===== config.mk =====
export PLATFORM = sky130hd
export DESIGN_NAME = dmd_config_regs
export DESIGN_NICKNAME = d
export VERILOG_FILES = /design/src/hdl/dmd_pkg.sv /design/src/hdl/dmd_cfg_if.sv /design/src/hdl/dmd_ident_timer.sv /design/src/hdl/dmd_deemph_decode.sv /design/src/hdl/dmd_config_regs.sv
export SDC_FILE = /design/constraint.sdc
export NUM_CORES = 1
export LEC_CHECK = 0
export ABC_AREA = 1
export BUFFER_PORTS_ARGS = -buffer_cell sky130_fd_sc_hd__buf_2
export CAP_MARGIN = 20
export CELL_PAD_IN_SITES_DETAIL_PLACEMENT = 1
export CELL_PAD_IN_SITES_GLOBAL_PLACEMENT = 1
export CORE_ASPECT_RATIO = 0.9
export CORE_MARGIN = 1
export CORE_UTILIZATION = 25
export DETAILED_ROUTE_END_ITERATION = 8
export PLACE_DENSITY = 0.62
export SETUP_SLACK_MARGIN = 0.15
export SLEW_MARGIN = 20
export SYNTH_ARGS = -nofsm -noshare
export SYNTH_HDL_FRONTEND = slang
export SYNTH_SLANG_ARGS = --single-unit

===== constraint.sdc =====
create_clock -name clk_i -period 2.9 [get_ports clk_i]
set_input_delay 0.58 -clock clk_i [delete_from_list [all_inputs] [get_ports clk_i]]
set_output_delay 0.58 -clock clk_i [all_outputs]
set_load 0.02 [all_outputs]

===== src/hdl/dmd_pkg.sv =====
/*
 * Constants, field layout and mode types of the demodulator configuration block.
 * Assumes a single 100 MHz clock; nothing else is needed from its surroundings.
 */
package dmd_pkg;
	// ------------------------------------------------------------------
	// Register subaddresses and reset values
	// ------------------------------------------------------------------
	localparam logic [7:0] SUB_DEMOD_CFG = 8'h09;
	localparam logic [7:0] SUB_DEEMPH    = 8'h0A;
	localparam logic [7:0] RST_DEMOD_CFG = 8'h00;
	localparam logic [7:0] RST_DEEMPH    = 8'h00;
	localparam logic [7:0] RD_UNMAPPED   = 8'h00;
	// ------------------------------------------------------------------
	// Field positions
	// ------------------------------------------------------------------
	localparam int ID_TIME_HI   = 7;
	localparam int ID_TIME_LO   = 6;
	localparam int ID_REGION    = 5;
	localparam int FBW_HI       = 4;
	localparam int CH2_MODE_HI  = 3;
	localparam int CH2_MODE_LO  = 2;
	localparam int FBW_LO       = 1;
	localparam int CH1_AM       = 0;
	localparam int C1_NIB_LO    = 0;
	localparam int C2_NIB_LO    = 4;
	localparam int NIB_ADAPT    = 3;
	// ------------------------------------------------------------------
	// Timing: integrator tick
	// ------------------------------------------------------------------
	localparam int CLK_PERIOD_NS = 10;
	localparam int TICK_NS       = 10000;
	localparam int TICK_DIV      = (TICK_NS + CLK_PERIOD_NS - 1) / CLK_PERIOD_NS;
	// ------------------------------------------------------------------
	// Mode types
	// ------------------------------------------------------------------
	typedef enum logic [1:0] {ID_SLOW = 2'b00, ID_MEDIUM = 2'b01, ID_FAST = 2'b10, ID_OFF = 2'b11} dmd_id_time_type;
	typedef enum logic [1:0] {CH2_FM = 2'b00, CH2_AM = 2'b01, CH2_NICAM = 2'b10, CH2_SPARE = 2'b11} dmd_ch2_mode_type;
	typedef enum logic [1:0] {BW_NARROW = 2'b00, BW_MEDIUM = 2'b01, BW_WIDE = 2'b10, BW_XWIDE = 2'b11} dmd_bw_type;
	typedef enum logic [2:0] {DE_50US = 3'b000, DE_60US = 3'b001, DE_75US = 3'b010, DE_J17 = 3'b011,
		DE_OFF = 3'b100} dmd_deemph_type;
endpackage


===== src/hdl/dmd_cfg_if.sv =====
/*
 * Carrier between the register bank and its identification timer and de-emphasis decoder.
 * Assumes all parties run on the same clock.
 */
`timescale 1ns/100ps
interface dmd_cfg_if;
	logic [1:0] ident_time;
	logic       tick;
	logic       ident_valid;
	logic       ident_period;
	logic [3:0] c1_nib;
	logic [3:0] c2_nib;
	logic [2:0] c1_char;
	logic [2:0] c2_char;
	logic       c1_adapt;
	logic       c2_adapt;
	modport ctrl   (output ident_time, tick, c1_nib, c2_nib,
	                input  ident_valid, ident_period, c1_char, c2_char, c1_adapt, c2_adapt);
	modport ident  (input ident_time, tick, output ident_valid, ident_period);
	modport deemph (input c1_nib, c2_nib, output c1_char, c2_char, c1_adapt, c2_adapt);
endinterface


===== src/hdl/dmd_ident_timer.sv =====
/*
 * FM identification integrator timer: counts integrator periods and flags a valid result.
 * Assumes tick is a one-cycle enable from the bank's divider.
 */
`timescale 1ns/100ps
module dmd_ident_timer #(
	parameter int SLOW_TICKS = 64,
	parameter int MED_TICKS  = 32,
	parameter int FAST_TICKS = 16
) (
	// Clock and reset
	input  wire logic    clk_i,
	input  wire logic    rst_b_i,
	// Configuration and status
	dmd_cfg_if.ident     cfg
);
	initial if (FAST_TICKS < 2 || MED_TICKS < FAST_TICKS || SLOW_TICKS < MED_TICKS || SLOW_TICKS > 65535)
		$error("dmd_ident_timer: bad integrator lengths");

	logic [15:0] len;
	logic [15:0] cnt_reg;
	logic [1:0]  periods_reg;
	logic [1:0]  time_last_reg;
	logic        restart;

	always_comb begin
		unique case (dmd_pkg::dmd_id_time_type'(cfg.ident_time))
			dmd_pkg::ID_SLOW:   len = 16'(SLOW_TICKS);
			dmd_pkg::ID_MEDIUM: len = 16'(MED_TICKS);
			dmd_pkg::ID_FAST:   len = 16'(FAST_TICKS);
			dmd_pkg::ID_OFF:    len = 16'(FAST_TICKS);
		endcase
	end

	// Off, or any change of speed, drops the integrator back to a clean state
	assign restart = (cfg.ident_time == dmd_pkg::ID_OFF) || (cfg.ident_time != time_last_reg);

	always_ff @(posedge clk_i or negedge rst_b_i) begin
		if (!rst_b_i) begin
			cnt_reg       <= 16'h0000;
			periods_reg   <= 2'h0;
			time_last_reg <= 2'h3;
			cfg.ident_period <= 1'b0;
		end else begin
			time_last_reg    <= cfg.ident_time;
			cfg.ident_period <= 1'b0;
			if (restart) begin
				cnt_reg     <= 16'h0000;
				periods_reg <= 2'h0;
			end else if (cfg.tick) begin
				if (cnt_reg == len - 16'h0001) begin
					cnt_reg          <= 16'h0000;
					cfg.ident_period <= 1'b1;
					if (periods_reg != 2'h2)
						periods_reg <= periods_reg + 2'h1;
				end else begin
					cnt_reg <= cnt_reg + 16'h0001;
				end
			end
		end
	end

	assign cfg.ident_valid = (periods_reg == 2'h2);

	property p_ident_off_clears;
		@(posedge clk_i) disable iff (!rst_b_i)
		(cfg.ident_time == dmd_pkg::ID_OFF) |=> !cfg.ident_valid;
	endproperty
	a_ident_off_clears: assert property (p_ident_off_clears) else $error("ident valid while off");
	property p_valid_after_two;
		@(posedge clk_i) disable iff (!rst_b_i)
		$rose(cfg.ident_valid) |-> cfg.ident_period && $past(periods_reg) == 2'h1;
	endproperty
	a_valid_after_two: assert property (p_valid_after_two) else $error("ident valid not at second period");
endmodule // dmd_ident_timer


===== src/hdl/dmd_deemph_decode.sv =====
/*
 * Decodes both de-emphasis nibbles into characteristic and adaptive enable.
 * Purely combinational; the bank registers the results.
 */
`timescale 1ns/100ps
module dmd_deemph_decode (
	// Nibbles in, decoded settings out
	dmd_cfg_if.deemph    cfg
);
	// Spare codes fall back to no de-emphasis rather than a guessed curve
	function automatic logic [2:0] decode_char(input logic [2:0] code);
		unique case (code)
			3'h0:    decode_char = dmd_pkg::DE_50US;
			3'h1:    decode_char = dmd_pkg::DE_60US;
			3'h2:    decode_char = dmd_pkg::DE_75US;
			3'h3:    decode_char = dmd_pkg::DE_J17;
			default: decode_char = dmd_pkg::DE_OFF;
		endcase
	endfunction

	assign cfg.c1_char  = decode_char(cfg.c1_nib[2:0]);
	assign cfg.c2_char  = decode_char(cfg.c2_nib[2:0]);
	assign cfg.c1_adapt = cfg.c1_nib[dmd_pkg::NIB_ADAPT];
	assign cfg.c2_adapt = cfg.c2_nib[dmd_pkg::NIB_ADAPT];
endmodule // dmd_deemph_decode


===== src/hdl/dmd_config_regs.sv =====
/*
 * Demodulator configuration and FM de-emphasis register bank with decoded steering outputs.
 * Assumes the serial control bus slave hands over one subaddressed byte per write strobe.
 */
// Summary of operation
// - Both registers clear to all zeros at power-on reset.
// - Subaddress 9 holds ident time 7:6, region 5, bandwidth bits 4 and 1, channel 2 mode 3:2, channel 1 mode 0.
// - Ident time 00 slow, 01 medium, 10 fast, 11 turns identification off and holds it in reset.
// - A valid identification result is flagged within two integrator periods of starting.
// - Turning identification off returns its hardware to a defined state.
// - Region bit one selects Korean pilot frequencies, zero the European ones.
// - Channel 2 runs FM for 00, AM for 01, NICAM for 10, with wider decimation in NICAM.
// - Channel 1 mode bit one selects AM, zero selects FM.
// - Bandwidth bits give 00 narrow/narrow, 01 extra wide/narrow, 10 medium/medium, 11 wide/wide.
// - In extra wide only channel 1 may demodulate FM while NICAM stays usable on channel 2.
// - Subaddress 10 steers carrier 1 from bits 3:0 and carrier 2 from bits 7:4, adaptive bit over a code.
// - A set adaptive bit enables adaptive de-emphasis on its carrier.
// - De-emphasis codes decode 000 50 us, 001 60 us, 010 75 us, 011 J17, 100 off.
`timescale 1ns/100ps
module dmd_config_regs #(
	parameter int SLOW_TICKS = 64,
	parameter int MED_TICKS  = 32,
	parameter int FAST_TICKS = 16
) (
	// Clock and reset
	input  wire logic        clk_i,
	input  wire logic        rst_b_i,
	// Register access from the control bus slave
	input  wire logic        reg_wr_i,
	input  wire logic        reg_rd_i,
	input  wire logic [7:0]  reg_sub_i,
	input  wire logic [7:0]  reg_wdata_i,
	output logic      [7:0]  reg_rdata_o,
	input  wire logic        easy_standard_programming_i,
	// Identification control
	output logic      [1:0]  ident_speed_o,
	output logic             ident_off_o,
	output logic             ident_korea_o,
	output logic             ident_valid_o,
	output logic             ident_period_o,
	// Channel modes and filters
	output logic             chan1_am_o,
	output logic      [1:0]  chan2_mode_o,
	output logic             chan2_fm_en_o,
	output logic             chan2_nicam_o,
	output logic             chan2_decim_wide_o,
	output logic      [1:0]  chan1_bw_o,
	output logic      [1:0]  chan2_bw_o,
	// De-emphasis
	output logic      [2:0]  carrier1_deemph_o,
	output logic      [2:0]  carrier2_deemph_o,
	output logic             carrier1_adaptive_o,
	output logic             carrier2_adaptive_o
);
	initial if (dmd_pkg::TICK_DIV < 2 || dmd_pkg::TICK_DIV > 65535)
		$error("dmd_config_regs: tick divider out of range");

	// ------------------------------------------------------------------
	// Register storage
	// ------------------------------------------------------------------
	logic [7:0]  demod_config_reg;
	logic [7:0]  fm_deemphasis_select_reg;
	logic [15:0] div_reg;
	logic        wr_ok;
	logic        any_wr_reg;

	dmd_cfg_if cfg ();

	// Writes during easy standard programming are dropped so the preset stays intact
	assign wr_ok = reg_wr_i && !easy_standard_programming_i;

	always_ff @(posedge clk_i or negedge rst_b_i) begin
		if (!rst_b_i) begin
			demod_config_reg         <= dmd_pkg::RST_DEMOD_CFG;
			fm_deemphasis_select_reg <= dmd_pkg::RST_DEEMPH;
		end else if (wr_ok) begin
			if (reg_sub_i == dmd_pkg::SUB_DEMOD_CFG)
				demod_config_reg <= reg_wdata_i;
			if (reg_sub_i == dmd_pkg::SUB_DEEMPH)
				fm_deemphasis_select_reg <= reg_wdata_i;
		end
	end

	always_ff @(posedge clk_i or negedge rst_b_i) begin
		if (!rst_b_i)
			reg_rdata_o <= dmd_pkg::RD_UNMAPPED;
		else if (reg_rd_i) begin
			if (reg_sub_i == dmd_pkg::SUB_DEMOD_CFG)
				reg_rdata_o <= demod_config_reg;
			else if (reg_sub_i == dmd_pkg::SUB_DEEMPH)
				reg_rdata_o <= fm_deemphasis_select_reg;
			else
				reg_rdata_o <= dmd_pkg::RD_UNMAPPED;
		end
	end

	always_ff @(posedge clk_i or negedge rst_b_i) begin
		if (!rst_b_i)
			any_wr_reg <= 1'b0;
		else if (wr_ok)
			any_wr_reg <= 1'b1;
	end

	// ------------------------------------------------------------------
	// Integrator tick divider
	// ------------------------------------------------------------------
	always_ff @(posedge clk_i or negedge rst_b_i) begin
		if (!rst_b_i)
			div_reg <= 16'h0000;
		else if (div_reg == 16'(dmd_pkg::TICK_DIV - 1))
			div_reg <= 16'h0000;
		else
			div_reg <= div_reg + 16'h0001;
	end

	assign cfg.tick       = (div_reg == 16'(dmd_pkg::TICK_DIV - 1));
	assign cfg.ident_time = demod_config_reg[dmd_pkg::ID_TIME_HI:dmd_pkg::ID_TIME_LO];
	assign cfg.c1_nib     = fm_deemphasis_select_reg[dmd_pkg::C1_NIB_LO +: 4];
	assign cfg.c2_nib     = fm_deemphasis_select_reg[dmd_pkg::C2_NIB_LO +: 4];

	dmd_ident_timer #(
		.SLOW_TICKS (SLOW_TICKS),
		.MED_TICKS  (MED_TICKS),
		.FAST_TICKS (FAST_TICKS)
	) u_ident (
		.clk_i   (clk_i),
		.rst_b_i (rst_b_i),
		.cfg     (cfg)
	);

	dmd_deemph_decode u_deemph (
		.cfg (cfg)
	);

	// ------------------------------------------------------------------
	// Field decode
	// ------------------------------------------------------------------
	logic [1:0] bw_code;
	logic [1:0] ch2_code;
	logic [1:0] bw1_next;
	logic [1:0] bw2_next;
	logic [1:0] ch2_next;

	assign bw_code  = {demod_config_reg[dmd_pkg::FBW_HI], demod_config_reg[dmd_pkg::FBW_LO]};
	assign ch2_code = demod_config_reg[dmd_pkg::CH2_MODE_HI:dmd_pkg::CH2_MODE_LO];

	always_comb begin
		unique case (bw_code)
			2'b00: begin
				bw1_next = dmd_pkg::BW_NARROW;
				bw2_next = dmd_pkg::BW_NARROW;
			end
			2'b01: begin
				bw1_next = dmd_pkg::BW_XWIDE;
				bw2_next = dmd_pkg::BW_NARROW;
			end
			2'b10: begin
				bw1_next = dmd_pkg::BW_MEDIUM;
				bw2_next = dmd_pkg::BW_MEDIUM;
			end
			2'b11: begin
				bw1_next = dmd_pkg::BW_WIDE;
				bw2_next = dmd_pkg::BW_WIDE;
			end
		endcase
	end

	// Spare channel 2 code runs as FM; the stored byte keeps the written value
	assign ch2_next = (ch2_code == dmd_pkg::CH2_SPARE) ? dmd_pkg::CH2_FM : ch2_code;

	// ------------------------------------------------------------------
	// Registered steering outputs
	// ------------------------------------------------------------------
	always_ff @(posedge clk_i or negedge rst_b_i) begin
		if (!rst_b_i) begin
			ident_speed_o      <= dmd_pkg::ID_SLOW;
			ident_off_o        <= 1'b0;
			ident_korea_o      <= 1'b0;
			chan1_am_o         <= 1'b0;
			chan2_mode_o       <= dmd_pkg::CH2_FM;
			chan2_fm_en_o      <= 1'b1;
			chan2_nicam_o      <= 1'b0;
			chan2_decim_wide_o <= 1'b0;
			chan1_bw_o         <= dmd_pkg::BW_NARROW;
			chan2_bw_o         <= dmd_pkg::BW_NARROW;
		end else begin
			ident_speed_o      <= cfg.ident_time;
			ident_off_o        <= (cfg.ident_time == dmd_pkg::ID_OFF);
			ident_korea_o      <= demod_config_reg[dmd_pkg::ID_REGION];
			chan1_am_o         <= demod_config_reg[dmd_pkg::CH1_AM];
			chan2_mode_o       <= ch2_next;
			chan2_fm_en_o      <= (ch2_next == dmd_pkg::CH2_FM) && (bw1_next != dmd_pkg::BW_XWIDE);
			chan2_nicam_o      <= (ch2_next == dmd_pkg::CH2_NICAM);
			chan2_decim_wide_o <= (ch2_next == dmd_pkg::CH2_NICAM);
			chan1_bw_o         <= bw1_next;
			chan2_bw_o         <= bw2_next;
		end
	end

	always_ff @(posedge clk_i or negedge rst_b_i) begin
		if (!rst_b_i) begin
			ident_valid_o       <= 1'b0;
			ident_period_o      <= 1'b0;
			carrier1_deemph_o   <= dmd_pkg::DE_50US;
			carrier2_deemph_o   <= dmd_pkg::DE_50US;
			carrier1_adaptive_o <= 1'b0;
			carrier2_adaptive_o <= 1'b0;
		end else begin
			ident_valid_o       <= cfg.ident_valid;
			ident_period_o      <= cfg.ident_period;
			carrier1_deemph_o   <= cfg.c1_char;
			carrier2_deemph_o   <= cfg.c2_char;
			carrier1_adaptive_o <= cfg.c1_adapt;
			carrier2_adaptive_o <= cfg.c2_adapt;
		end
	end

	// ------------------------------------------------------------------
	// Assertions
	// ------------------------------------------------------------------
	property p_reset_zero;
		@(posedge clk_i) disable iff (!rst_b_i)
		!any_wr_reg |-> demod_config_reg == 8'h00 && fm_deemphasis_select_reg == 8'h00;
	endproperty
	a_reset_zero: assert property (p_reset_zero) else $error("registers not zero before first write");

	property p_cfg_write;
		@(posedge clk_i) disable iff (!rst_b_i)
		(wr_ok && reg_sub_i == 8'h09) |=> demod_config_reg == $past(reg_wdata_i) ##1 chan1_am_o == $past(reg_wdata_i[0], 2);
	endproperty
	a_cfg_write: assert property (p_cfg_write) else $error("config write not stored or steered");

	property p_ident_off;
		@(posedge clk_i) disable iff (!rst_b_i)
		(demod_config_reg[7:6] == 2'b11) |=> ident_off_o ##1 !ident_valid_o;
	endproperty
	a_ident_off: assert property (p_ident_off) else $error("ident off not decoded");

	property p_region;
		@(posedge clk_i) disable iff (!rst_b_i)
		1'b1 |=> ident_korea_o == $past(demod_config_reg[5]);
	endproperty
	a_region: assert property (p_region) else $error("region bit not followed");

	property p_nicam_wide;
		@(posedge clk_i) disable iff (!rst_b_i)
		(demod_config_reg[3:2] == 2'b10) |=> chan2_decim_wide_o && chan2_nicam_o && !chan2_fm_en_o;
	endproperty
	a_nicam_wide: assert property (p_nicam_wide) else $error("NICAM decimation not wide");

	property p_bw_map;
		@(posedge clk_i) disable iff (!rst_b_i)
		({demod_config_reg[4], demod_config_reg[1]} == 2'b01) |=> chan1_bw_o == 2'b11 && chan2_bw_o == 2'b00;
	endproperty
	a_bw_map: assert property (p_bw_map) else $error("extra wide bandwidth mismatch");

	property p_xwide_no_fm2;
		@(posedge clk_i) disable iff (!rst_b_i)
		(chan1_bw_o == 2'b11) |-> !chan2_fm_en_o;
	endproperty
	a_xwide_no_fm2: assert property (p_xwide_no_fm2) else $error("channel 2 FM in extra wide");

	property p_deemph_write;
		@(posedge clk_i) disable iff (!rst_b_i)
		(wr_ok && reg_sub_i == 8'h0A) |=> fm_deemphasis_select_reg == $past(reg_wdata_i)
			##1 carrier2_adaptive_o == $past(reg_wdata_i[7], 2) && carrier1_adaptive_o == $past(reg_wdata_i[3], 2);
	endproperty
	a_deemph_write: assert property (p_deemph_write) else $error("de-emphasis write not applied");

	property p_deemph_75;
		@(posedge clk_i) disable iff (!rst_b_i)
		(fm_deemphasis_select_reg[2:0] == 3'b010) |=> carrier1_deemph_o == 3'b010;
	endproperty
	a_deemph_75: assert property (p_deemph_75) else $error("75 us code not decoded");

	property p_spare_off;
		@(posedge clk_i) disable iff (!rst_b_i)
		(fm_deemphasis_select_reg[6:4] > 3'b100) |=> carrier2_deemph_o == 3'b100;
	endproperty
	a_spare_off: assert property (p_spare_off) else $error("spare code not defaulted");

	c_nicam: cover property (@(posedge clk_i) disable iff (!rst_b_i) chan2_nicam_o && chan1_bw_o == 2'b11);
	c_ident_valid: cover property (@(posedge clk_i) disable iff (!rst_b_i) $rose(ident_valid_o));
	c_adaptive: cover property (@(posedge clk_i) disable iff (!rst_b_i) carrier1_adaptive_o && carrier2_adaptive_o);
	c_easy_prog_drop: cover property (@(posedge clk_i) disable iff (!rst_b_i) reg_wr_i && easy_standard_programming_i);
endmodule // dmd_config_regs


# ---- Word level (Yosys, flattened, before mapping)
# Index checks and enable logic that the tools add are counted.
dict set report op_classes {
  addsub 4
  n_eq_ne 22
  mux 19
  n_reduce_logical 17
}
# cell n
set op_table {}
lappend op_table {{$mux 16} 4}
lappend op_table {{$pmux 16 s3} 1}
lappend op_table {{$add 16x1->16 const B} 2}
lappend op_table {{$pmux 3 s4} 2}
lappend op_table {{$eq 16x10->1 const B} 1}
lappend op_table {{$eq 16x16->1} 1}
lappend op_table {{$eq 8x4->1 const B} 2}
lappend op_table {{$mux 8} 2}
lappend op_table {{$sub 16x1->16 const B} 1}
lappend op_table {{$eq 2x2->1 const B} 7}
lappend op_table {{$eq 3x2->1 const B} 4}
lappend op_table {{$mux 2} 5}
lappend op_table {{$pmux 2 s4} 1}
lappend op_table {{$eq 3x1->1 const B} 2}
lappend op_table {{$logic_not 2->1} 3}
lappend op_table {{$logic_not 3->1} 2}
lappend op_table {{$pmux 2 s3} 1}
lappend op_table {{$reduce_bool 2->1} 3}
lappend op_table {{$eq 2x1->1 const B} 2}
lappend op_table {{$ne 2x2->1 const B} 2}
lappend op_table {{$reduce_and 2->1} 2}
lappend op_table {{$reduce_or 2->1} 2}
lappend op_table {{$mux 1} 3}
lappend op_table {{$reduce_and 3->1} 1}
lappend op_table {{5 further kinds} 6}
dict set report word_totals {
  regBits 84
  inputBits 21
  output_inout_bits 32
  wordCells 85
}

# ---- Logic depth before layout (Yosys ltp)
# Gate-level depths: netlist (run 1).
dict set report depth {
  depth_word 8
  depth_mapped 11
  depth_no_buf 11
}

# ---- By module
# Synthesis (run 1) repeated with hierarchy kept, for this count alone.
dict set report unflattened {
  cells_unflattened 517
  area_unflattened_um2 4242.8
}
# module instances cells_per_inst area_per_inst_um2 seq_area_each_um2
set modules_own_cells {}
lappend modules_own_cells {dmd_config_regs 1 311 2815.2 1552.7}
lappend modules_own_cells {dmd_ident_timer 1 194 1375.1 528.0}
lappend modules_own_cells {dmd_deemph_decode 1 12 52.6 0.0}

# ---- Worst setup path after synthesis (run 1)
# No wires, ideal clock.
dict set report synth_path {
  path_kind {in2reg}
  startpoint {in reg_sub_i[0]}
  endpoint {reg fm_deemphasis_select_reg[0]}
  setup_time_ns 0.117
  arrival_time_ns 1.554
  required_time_ns 2.783
  slack_ns 1.229
  stages 8
  path_buffers 1
  cell_sequence {inv_1 nand2_1 nor3_2 and2_1 buf_4 nand2_4 nand2_1 nand2_1}
}
dict set report synth_between {
  elab_chain_len 2
}
# item line_no
set synth_rtl {}
lappend synth_rtl {{start: declaration} dmd_config_regs.sv:31} ;# input wire logic [7:0] reg_sub_i,
lappend synth_rtl {{$eq 8x4->1} dmd_config_regs.sv:79} ;# if (reg_sub_i == dmd_pkg::SUB_DEEMPH)
lappend synth_rtl {{$reduce_and 2->1 (no line)} -}
lappend synth_rtl {{end signal: assignment} dmd_config_regs.sv:75} ;# fm_deemphasis_select_reg <= dmd_pkg::RST_DEEMPH;
lappend synth_rtl {{end signal: assignment} dmd_config_regs.sv:80} ;# fm_deemphasis_select_reg <= reg_wdata_i;
lappend synth_rtl {{end: declaration} dmd_config_regs.sv:62} ;# logic [7:0] fm_deemphasis_select_reg;
# Every way passes these cells.
# A chain may end at the register's enable or synchronous reset.

# ---- Worst setup path after layout (run 1)
dict set report layout_path {
  startpoint {reg demod_config_reg[7]}
  endpoint {reg u_ident.cnt_reg[0]}
}
dict set report layout_between {
  elab_chain_len 8
  elab_cells_between_ends 14
  cone_classes {add/sub: 1; eq/ne: 5; mux: 4; reduce/logical: 4}
}
# item line_no
set layout_rtl {}
lappend layout_rtl {{start: declaration} dmd_config_regs.sv:61} ;# logic [7:0] demod_config_reg;
lappend layout_rtl {{start signal: assignment} dmd_config_regs.sv:74} ;# demod_config_reg <= dmd_pkg::RST_DEMOD_CFG;
lappend layout_rtl {{start signal: assignment} dmd_config_regs.sv:78} ;# demod_config_reg <= reg_wdata_i;
lappend layout_rtl {{$eq 2x2->1 (on tied branches)} {dmd_ident_timer.sv:27, dmd_ident_timer.sv:36}}
lappend layout_rtl {{$reduce_or 2->1 (no line)} -}
lappend layout_rtl {{$pmux 16 s3} dmd_ident_timer.sv:27} ;# unique case (dmd_pkg::dmd_id_time_type'(cfg.ident_time))
lappend layout_rtl {{$sub 16x1->16} dmd_ident_timer.sv:51} ;# if (cnt_reg == len - 16'h0001) begin
lappend layout_rtl {{$eq 16x16->1} dmd_ident_timer.sv:51}
lappend layout_rtl {{$mux 16} dmd_ident_timer.sv:51}
lappend layout_rtl {{$mux 16} dmd_ident_timer.sv:50} ;# end else if (cfg.tick) begin
lappend layout_rtl {{$mux 16} dmd_ident_timer.sv:47} ;# if (restart) begin
lappend layout_rtl {{end signal: assignment} dmd_ident_timer.sv:57} ;# cnt_reg <= cnt_reg + 16'h0001;
lappend layout_rtl {{end: declaration} dmd_ident_timer.sv:21} ;# logic [15:0] cnt_reg;
# Parallel ways exist; a longest one is shown, timed or not. The select of a mux whose other input is x is not followed.

==> results of run 1 <==
[logic make-up (layout without fill, tap and decap cells)]
group,count (synthesis),in the layout,share of synthesized area [%]
AOI/OAI and AO/OA,19,19,3.00
xor gates and xnor gates,6,6,1.30
adders and majority gates,8,8,2.48
buffers and inverters,71,130,7.49
DFF,83,83,51.5
and+or+nand+nor,308,308,34.2
[how the worst max path moves through the flow]
| stage | slack, ns | cells past startpoint | end | startpoint |
|---|---|---|---|---|
| 2_1_floorplan | 1.23 | 8 | fm_deemphasis_select_reg[0]$_DFFE_PN0P_ | reg_sub_i[0] |
| 6_report | 0.95 | 6 | u_ident.cnt_reg[0]$_DFFE_PN0P_ | demod_config_reg[7]$_DFFE_PN0P_ |
| 3_5_place_dp | 0.81 | 7 | fm_deemphasis_select_reg[4]$_DFFE_PN0P_ | reg_sub_i[5] |
| 3_3_place_gp | 0.90 | 7 | demod_config_reg[7]$_DFFE_PN0P_ | reg_sub_i[5] |
| 4_1_cts | 0.94 | 6 | u_ident.cnt_reg[1]$_DFFE_PN0P_ | demod_config_reg[7]$_DFFE_PN0P_ |
| 5_1_grt | 0.74 | 7 | u_ident.cnt_reg[1]$_DFFE_PN0P_ | div_reg[0]$_DFF_PN0_ |
[per-stage QoR]
stage	instances	util, %	worst slack [ns]
after floorplan	495	-	1.23
after global placement	740	28.9	0.904
after detailed placement	740	28.9	0.809
after CTS	756	30.9	0.936
after global routing	756	30.9	0.742
final	756	30.9	0.949
[report_power, final]
| part | internal [mW] | switching [mW] | leakage [nW] |
|---|---|---|---|
| Sequential | 1.17 | 0.0128 | 1.13 |
| Combinational | 0.0344 | 0.0915 | 1.29 |
| Clock | 0.638 | 0.516 | 0.147 |
| Total | 1.85 | 0.620 | 2.57 |
[cell usage after synthesis, drive strengths merged, types with 3 or more instances]
cell type,n,share of area (%)
a21oi,6,1.0
dfstp,3,2.0
o21ai,8,1.1
o21bai,4,0.74
nand4,22,3.4
inv,57,5.3
clkbuf,3,0.28
nand3,56,7.1
nor2,59,5.6
nor3,13,1.7
xor2,5,1.1
nand2,152,15
buf,11,1.9
dfrtp,80,50
ha,8,2.5
[critical path: cells and delay by family (launching register included)]
kind | cells | cell delay, ns
compound gates | 2 | 0.56
buf+inv | 1 | 0.18
flops | 1 | 0.52
simple gates | 3 | 0.60
[layer usage]
metal / vias to the layer above / track usage, % / share of wire (%) / wire (um)
li1: 1680 / - / - / -
met1: 1685 / 19.2 / 48 / 5230
met2: 50 / 23.7 / 47 / 5150
met3: 10 / 4.13 / 3.2 / 345
met4: 0 / 4.44 / 1.4 / 157
met5: - / 0 / 0 / 0
[final cells by class]
cell class,count,share of cell area (%)
repair buffers,57,6.50
clock buffers,11,5.25
flip-flops and latches,83,43.2
inverters,57,4.45
clock inverters,5,0.910
well taps,202,5.25
multi-input cells,341,34.4
==> run metrics, run 1 <==
status finished clean; Post-DRT Antenna Nets 0; # Max-Cap Violations 0; Worst EP required 3.18 ns; total grt overflow 0; Post-Syn Instances 495; min cycle time layout 1.95 ns; crit path kind reg -> reg; Max H-tree Level 3; Overall Power 2.47 mW; syn avg cell area 8.16 um^2; Leak Pwr 2.57 nW; layout cells sized above 1 16.2%; TritonCTS clock tree done; Resized cells post-CTS 0; setup violators final 0; RR Endpoint u_ident.cnt_reg[0]$_DFFE_PN0P_; Hold Path Class in -> async; Detail Placement HPWL 8070 um; clk_skew 0.00672 ns; diode count 0; worst reg2reg setup slack 0.95 ns; area of the die 0.0167 mm^2; CP Cell Sequence or2_4 -> a21oi_4 -> nand2_4 -> inv_2 -> nor2_1 -> a21oi_1; DR iter-0 viols 206; flops & latches, synth 83; asr flop ratio synth 100%; drt first pass iters 4; worst-path fanout max 18; # IOs 53; # clock sinks 83; # port buffers 52; Syn-to-layout area delta 19.1%; Synth cell types 31; Top FF cell, synth dfrtp_1; CTS Buf Count 9; core area 0.0156 mm^2; multi-input combinational cell area 0.00166 mm^2; CP startpoint kind flop; Worst EP arrival 2.23 ns; Pins Over Slew Limit 0; Post-synth EDFFs 0; antenna violations before repair 0; setup TNS 0 ns; CTS root buf clkbuf_16; Worst-Skew Late Latency 0.35 ns; num rows 43; total wire length 10900 um; Ys Warns 0; DP Area 0.00452 mm^2; largest net degree at the start of global routing 42; GRT Overall Usage 14.8%; Max Buffers Root-to-Sink 2; Die Width 136 um; mapped cell area 0.00404 mm^2; sequential share of the synthesized area 51.5%; Fillers 1912; commonest non-fill, non-tap cell in the layout nand2_1; cts hold-fix bufs 0; worst vdd ir 0.295 mV; Post-layout nets 578; r2r worst-path depth 6; Syn Nets 524; cell area after layout 0.00481 mm^2; number of remaining DRC errors 0; Die Ht 123 um; routability cong. 0.833; RSZ-0062 raised after global routing no; vias in the first global route 3736; starting density of the core 25.9%; final hold vios 0; commonest non-fill, non-tap cells in the layout nand2_1, dfrtp_1, nor2_1; Worst path slowest cell dfrtp_1; Rel. slew slack 60.1%; worst-margin pin slew 0.594 ns; Post-CTS Setup Inserts 0; global-route wire length before repair 18800 um; vias per cell 4.53; sequential cell area 0.00208 mm^2; fmax 0.513 GHz; PwrDens 512 mW/mm^2; via count 3425; final hold slack 0.222 ns; Critical Path Sink Type flop; CP peak stage delay 0.52 ns; routed len/inst 14.4 um; Reg-to-Reg Start demod_config_reg[7]$_DFFE_PN0P_; clock slew at reported path FFs 0.07 ns; fin crit share 67.3%
Power figures use the tool's default switching activity.
==> run 2: changes to the inputs <==
- clock period: 2.9 -> 1.8 ns (I/O delays scaled with it)
==> run metrics, run 2 (same netlist as run 1, synthesis figures left out) <==
area of the die 0.0167 mm^2 (unchanged); antenna violations before repair 0 (unchanged); global routing's busiest layer met2; setup TNS 0 ns (unchanged); routability cong. 0.864 (+3.7%); Sw Share 21.8% (-3.4 points); combinational power share 5.8% (+0.7 points); routed len/inst 14.3 um (-0.45%); CTS Buf Count 9 (unchanged); final hold vios 0 (unchanged); multi-input combinational cell area 0.00169 mm^2 (+1.7%); clk_skew 0.00586 ns (-0.000858 ns); vias in the first global route 3744 (+0.21%); worst reg2reg setup slack 0.23 ns (-0.71 ns); Leak Pwr 2.70 nW (+5.1%); CTS root buf clkbuf_16; core area 0.0156 mm^2 (unchanged); M2 GR Usage 24.9% (+1.2 points); Post-DRT Antenna Nets 0 (unchanged); fmax 0.639 GHz (+25%); worst setup margin 0.234 ns (-0.715 ns); vias per cell 4.54 (+0.16%); Fillers 1895 (-0.89%); Sequential Power Share 46.3% (-1.8 points); pre-CTS WS 0.122 ns (-0.688 ns); Max Buffers Root-to-Sink 2 (unchanged); RSZ-0062 raised after global routing yes; Worst-Skew Late Latency 0.34 ns (about the same); DR iter-0 viols 180 (-13%); # clock sinks 83 (unchanged); switching pwr 0.898 mW (+45%); status finished clean; diode count 0 (unchanged); worst-margin pin slew 0.410 ns (-0.184 ns); Hold Path Class in -> reg; TritonCTS clock tree done; number of remaining DRC errors 0 (unchanged); Die Width 136 um (unchanged); setup violators final 0 (unchanged); layout cells sized above 1 20.4% (+4.1 points); clock slew at reported path FFs 0.06 ns (about the same); Pins Over Slew Limit 0 (unchanged); sequential cell area 0.00208 mm^2 (about the same); fin crit share 87.0% (+20 points); Detail Placement HPWL 8370 um (+3.7%); Die Ht 123 um (unchanged); num rows 43 (unchanged); largest net degree at the start of global routing 31 (-26%); CP startpoint kind flop; PwrDens 815 mW/mm^2 (+59%); starting density of the core 25.9% (unchanged); total wire length 11200 um (+2.8%); # IOs 53 (unchanged); Syn-to-layout area delta 25.2%; Worst EP arrival 1.80 ns (-0.43 ns); via count 3544 (+3.5%); Critical Path Sink Type flop; M3 GR Usage 3.68% (-0.45 points); worst-path fanout max 4 (-14); min cycle time layout 1.57 ns (-0.385 ns); Clk pwr share 47.9% (+1.1 points); GRT Overall Usage 15.0% (+0.19 points); Max H-tree Level 3 (unchanged); Pint 3.23 mW (+75%); met1 Use GR 19.1% (-0.15 points); drt first pass iters 5 (+1); commonest non-fill, non-tap cell in the layout nand2_1; Rel. slew slack 72.4% (+12 points); Worst EP required 2.03 ns (-1.15 ns); total grt overflow 0 (unchanged); worst vdd ir 0.433 mV (+47%); Post-layout nets 603 (+4.3%); # Max-Cap Violations 0 (unchanged); crit path kind reg -> reg; # port buffers 52 (unchanged); commonest non-fill, non-tap cells in the layout nand2_1, dfrtp_1, inv_1, nor2_1, nand3_1; final hold slack 0.277 ns (+0.0549 ns); global-route wire length before repair 19200 um (+2.0%)
-- run 2: changes by cell type in the layout (fill, tap and decap cells not counted), sizes merged --
| cell | delta |
|---|---|
| clkbuf | +3 |
| bufinv | +2 |
| clkinv | -3 |
| buf | +23 |
| inv | -2 |
| dlygate4sd3 | +1 |
| nand2 | +1 |
-- run 2: power by group through the flow --
stage | Sequential [mW] | Combinational (mW) | Clock (mW)
2_1_floorplan | 1.95 | 0.0862 | 0
3_3_place_gp | 1.94 | 0.214 | 0
3_5_place_dp | 1.94 | 0.221 | 0
4_1_cts | 1.91 | 0.244 | 2.06
5_1_grt | 1.91 | 0.268 | 2.12
6_report | 1.91 | 0.238 | 1.98
-- run 2: area by class of cell --
class / instances / area share, %
Clock inverter: 2 / 1.19
Multi-Input combinational cell: 342 / 33.3
Sequential cell: 83 / 41.1
Clock buffer: 14 / 5.02
Inverter: 57 / 4.23
Timing Repair Buffer: 81 / 10.1
Tap cell: 202 / 5.00
-- run 2: metal layers --
metal	vias to the layer above	routed length, um
met4	0	131
met5	-	0
li1	1729	-
met2	67	5510
met1	1737	5120
met3	11	440
-- run 2: critical path, cell delays in order (launching register included) --
cell,delay [ns]
dfrtp_1,0.37
ha_2,0.20
nand2_1,0.08
inv_2,0.07
nand2_1,0.05
nor2_1,0.12
nand2_2,0.12
buf_4,0.18
nor3_1,0.27
-- run 2: final timing paths --
check | start | endpoint | cells after the start
max | div_reg[0]$_DFF_PN0_ | u_ident.cfg.ident_period$_DFF_PN0_ | 8
min | reg_wdata_i[0] | fm_deemphasis_select_reg[0]$_DFFE_PN0P_ | 3
max reg2reg | div_reg[0]$_DFF_PN0_ | u_ident.cfg.ident_period$_DFF_PN0_ | 8
min reg2reg | u_ident.cfg.ident_period$_DFF_PN0_ | ident_period_o$_DFF_PN0_ | 0
max in group asynchronous | rst_b_i | chan2_fm_en_o$_DFF_PN1_ | 3
min in group asynchronous | rst_b_i | div_reg[6]$_DFF_PN0_ | 2
-- run 2: per-stage QoR --
stage | utilization (%) | total power [mW] | area [um^2] | cells
after global routing | 32.4 | 4.29 | 5060 | 781
after detailed placement | 29.6 | 2.16 | 4620 | 754
after CTS | 32.0 | 4.21 | 4990 | 775
final | 32.4 | 4.12 | 5060 | 781
after global placement | 29.6 | 2.16 | 4620 | 754
after floorplan | - | 2.04 | 4040 | 495
-- run 2: what timing repair did --
| action | 4_1_cts | 5_1_grt |
|---|---|---|
| gates resized for setup | 2 | 9 |
| setup endpoints to repair | 12 | 19 |
| pin swaps | 2 | 3 |
| gates cloned | 1 | 0 |
| buffers inserted | 3 | 6 |
| endpoints found under the hold margin | 23 | 0 |
| hold buffers | 1 | 0 |
==> run 3: changes to the inputs <==
- REMOVE_ABC_BUFFERS: default -> 1
==> run metrics, run 3 (same netlist as run 1, synthesis figures left out) <==
# Max-Cap Violations 0 (unchanged); PwrDens 776 mW/mm^2 (-4.8%); Worst Hold End demod_config_reg[1]$_DFFE_PN0P_; setup violators final 0 (unchanged); Syn-to-layout area delta 26.0%; TritonCTS clock tree done; clk_skew 0.00673 ns (+0.000861 ns); setup TNS 0 ns (unchanged); status finished clean; worst-margin pin slew 0.504 ns (+0.0939 ns); number of remaining DRC errors 0 (unchanged); Pint 2.97 mW (-8.0%); largest net degree at the start of global routing 34 (+9.7%); Sequential Power Share 48.3% (+2.0 points); Hold Path Class in -> reg; min cycle time layout 1.56 ns (-0.00661 ns); # port buffers 52 (unchanged); Max H-tree Level 3 (unchanged); Inst Count DP 753 (-0.13%); GRT Overall Usage 14.8% (-0.17 points); routed len/inst 14.6 um (+1.6%); worst vdd ir 0.439 mV (+1.5%); commonest non-fill, non-tap cell in the layout nand2_1; vias per cell 4.58 (+0.99%); Die Width 136 um (unchanged); # clock sinks 83 (unchanged); Critical Path Sink Type flop; core area 0.0156 mm^2 (unchanged); final hold slack 0.264 ns (-0.0135 ns); total wire length 11400 um (+1.6%); hold path depth 3 (unchanged); vias in the first global route 3764 (+0.53%); via count 3579 (+0.99%); global-route wire length before repair 18900 um (-1.8%); Max Buffers Root-to-Sink 2 (unchanged); routability cong. 0.829 (-4.0%); Clk pwr share 45.2% (-2.7 points); fmax 0.641 GHz (+0.42%); final hold vios 0 (unchanged); CTS root buf clkbuf_16; Post-DRT Antenna Nets 0 (unchanged); CTS Buf Count 9 (unchanged); r2r worst-path depth 6 (-2); Sw Share 24.9% (+3.1 points); num rows 43 (unchanged); global routing's busiest layer met2; crit path kind reg -> reg; worst reg2reg setup slack 0.24 ns (about the same); hold path start reg_wdata_i[1]; Pins Over Slew Limit 0 (unchanged); Fillers 1892 (-0.16%); DR iter-0 viols 202 (+12%); drt first pass iters 4 (-1); Worst EP arrival 1.83 ns (+0.03 ns); combinational power share 6.5% (+0.7 points); Overall Power 3.95 mW (-4.2%); RR Endpoint u_ident.cnt_reg[0]$_DFFE_PN0P_; Die Ht 123 um (unchanged); met1 Use GR 18.4% (-0.68 points); Worst-Skew Late Latency 0.35 ns (about the same); final std cells w/o fill 781 (unchanged); layout cells sized above 1 21.6% (+1.2 points); switching pwr 0.983 mW (+9.5%); starting density of the core 25.9% (unchanged); area of the die 0.0167 mm^2 (unchanged); worst-path fanout max 10 (+6); Detail Placement HPWL 8240 um (-1.6%); clock slew at reported path FFs 0.07 ns (about the same); diode count 0 (unchanged); M3 GR Usage 4.38% (+0.70 points); M2 GR Usage 24.8% (-0.16 points); Reg-to-Reg Start div_reg[11]$_DFF_PN0_; fin crit share 86.6% (-0.37 points); Post-layout nets 603 (unchanged); Leak Pwr 2.71 nW (+0.65%); Worst EP required 2.07 ns (+0.04 ns); total grt overflow 0 (unchanged); # IOs 53 (unchanged); RSZ-0062 raised after global routing no; Rel. slew slack 66.4% (-6.1 points); antenna violations before repair 0 (unchanged); commonest non-fill, non-tap cells in the layout nand2_1, dfrtp_1, inv_1; CP startpoint kind flop
-- run 3: area by class of cell --
cell class                 count  area (um^2)  share of cell area, %
clock buffer                  10          239                   4.69
clock inverter                 6         47.5                  0.934
inverter                      57          214                   4.20
multi-input combinational    342         1730                   34.1
sequential                    83         2080                   40.9
tap                          202          253                   4.96
timing repair buffer          81          524                   10.3
-- run 3: metal layers --
layer | vias to the layer above | share of wire, % | routed length, um
met3 | 10 | 3.5 | 401
met5 | - | 0 | 0
li1 | 1735 | - | -
met1 | 1772 | 46 | 5200
met4 | 0 | 0.96 | 109
met2 | 62 | 50 | 5670
-- run 3: critical path: stages (launching register included) --
cell	delay [ns]
dfrtp_1	0.43
nor3_1	0.31
nand3_1	0.15
nor2_1	0.14
buf_6	0.17
nand3_2	0.12
a21oi_2	0.16
-- run 3: stage by stage --
step | worst slack, ns | util (%) | instance area [um^2]
after floorplan | 0.133 | - | 3950
after global placement | 0.152 | 29.7 | 4630
after detailed placement | 0.0605 | 29.7 | 4630
after CTS | 0.162 | 32.1 | 5010
after global routing | 0.117 | 32.6 | 5090
final | 0.241 | 32.6 | 5090
-- run 3: worst max path at each step --
stage | from | to | cells after the start
floorplan | reg_sub_i[5] | demod_config_reg[0]$_DFFE_PN0P_ | 5
global placement | div_reg[0]$_DFF_PN0_ | u_ident.cnt_reg[0]$_DFFE_PN0P_ | 10
finish | div_reg[11]$_DFF_PN0_ | u_ident.cnt_reg[0]$_DFFE_PN0P_ | 6
detailed placement | div_reg[0]$_DFF_PN0_ | u_ident.cnt_reg[0]$_DFFE_PN0P_ | 10
global route | u_ident.cnt_reg[1]$_DFFE_PN0P_ | u_ident.cnt_reg[6]$_DFFE_PN0P_ | 8
CTS | div_reg[1]$_DFF_PN0_ | u_ident.cnt_reg[0]$_DFFE_PN0P_ | 10
-- run 3: repair_timing --
| action | in CTS | in global routing |
|---|---|---|
| pin swaps | 2 | 7 |
| hold buffers | 1 | 0 |
| buffers inserted | 6 | 4 |
| gates cloned | 1 | 0 |
| resized for setup | 5 | 12 |
| setup endpoints to repair | 12 | 22 |
| hold endpoints to repair | 11 | 0 |
-- run 3: power by group through the flow --
| stage | sequential, mW | combinational [mW] | clock (mW) |
|---|---|---|---|
| 3_5_place_dp | 1.94 | 0.224 | 0 |
| 3_3_place_gp | 1.94 | 0.218 | 0 |
| 2_1_floorplan | 1.96 | 0.0694 | 0 |
| 4_1_cts | 1.91 | 0.253 | 1.85 |
| 5_1_grt | 1.91 | 0.285 | 1.91 |
| 6_report | 1.91 | 0.258 | 1.78 |
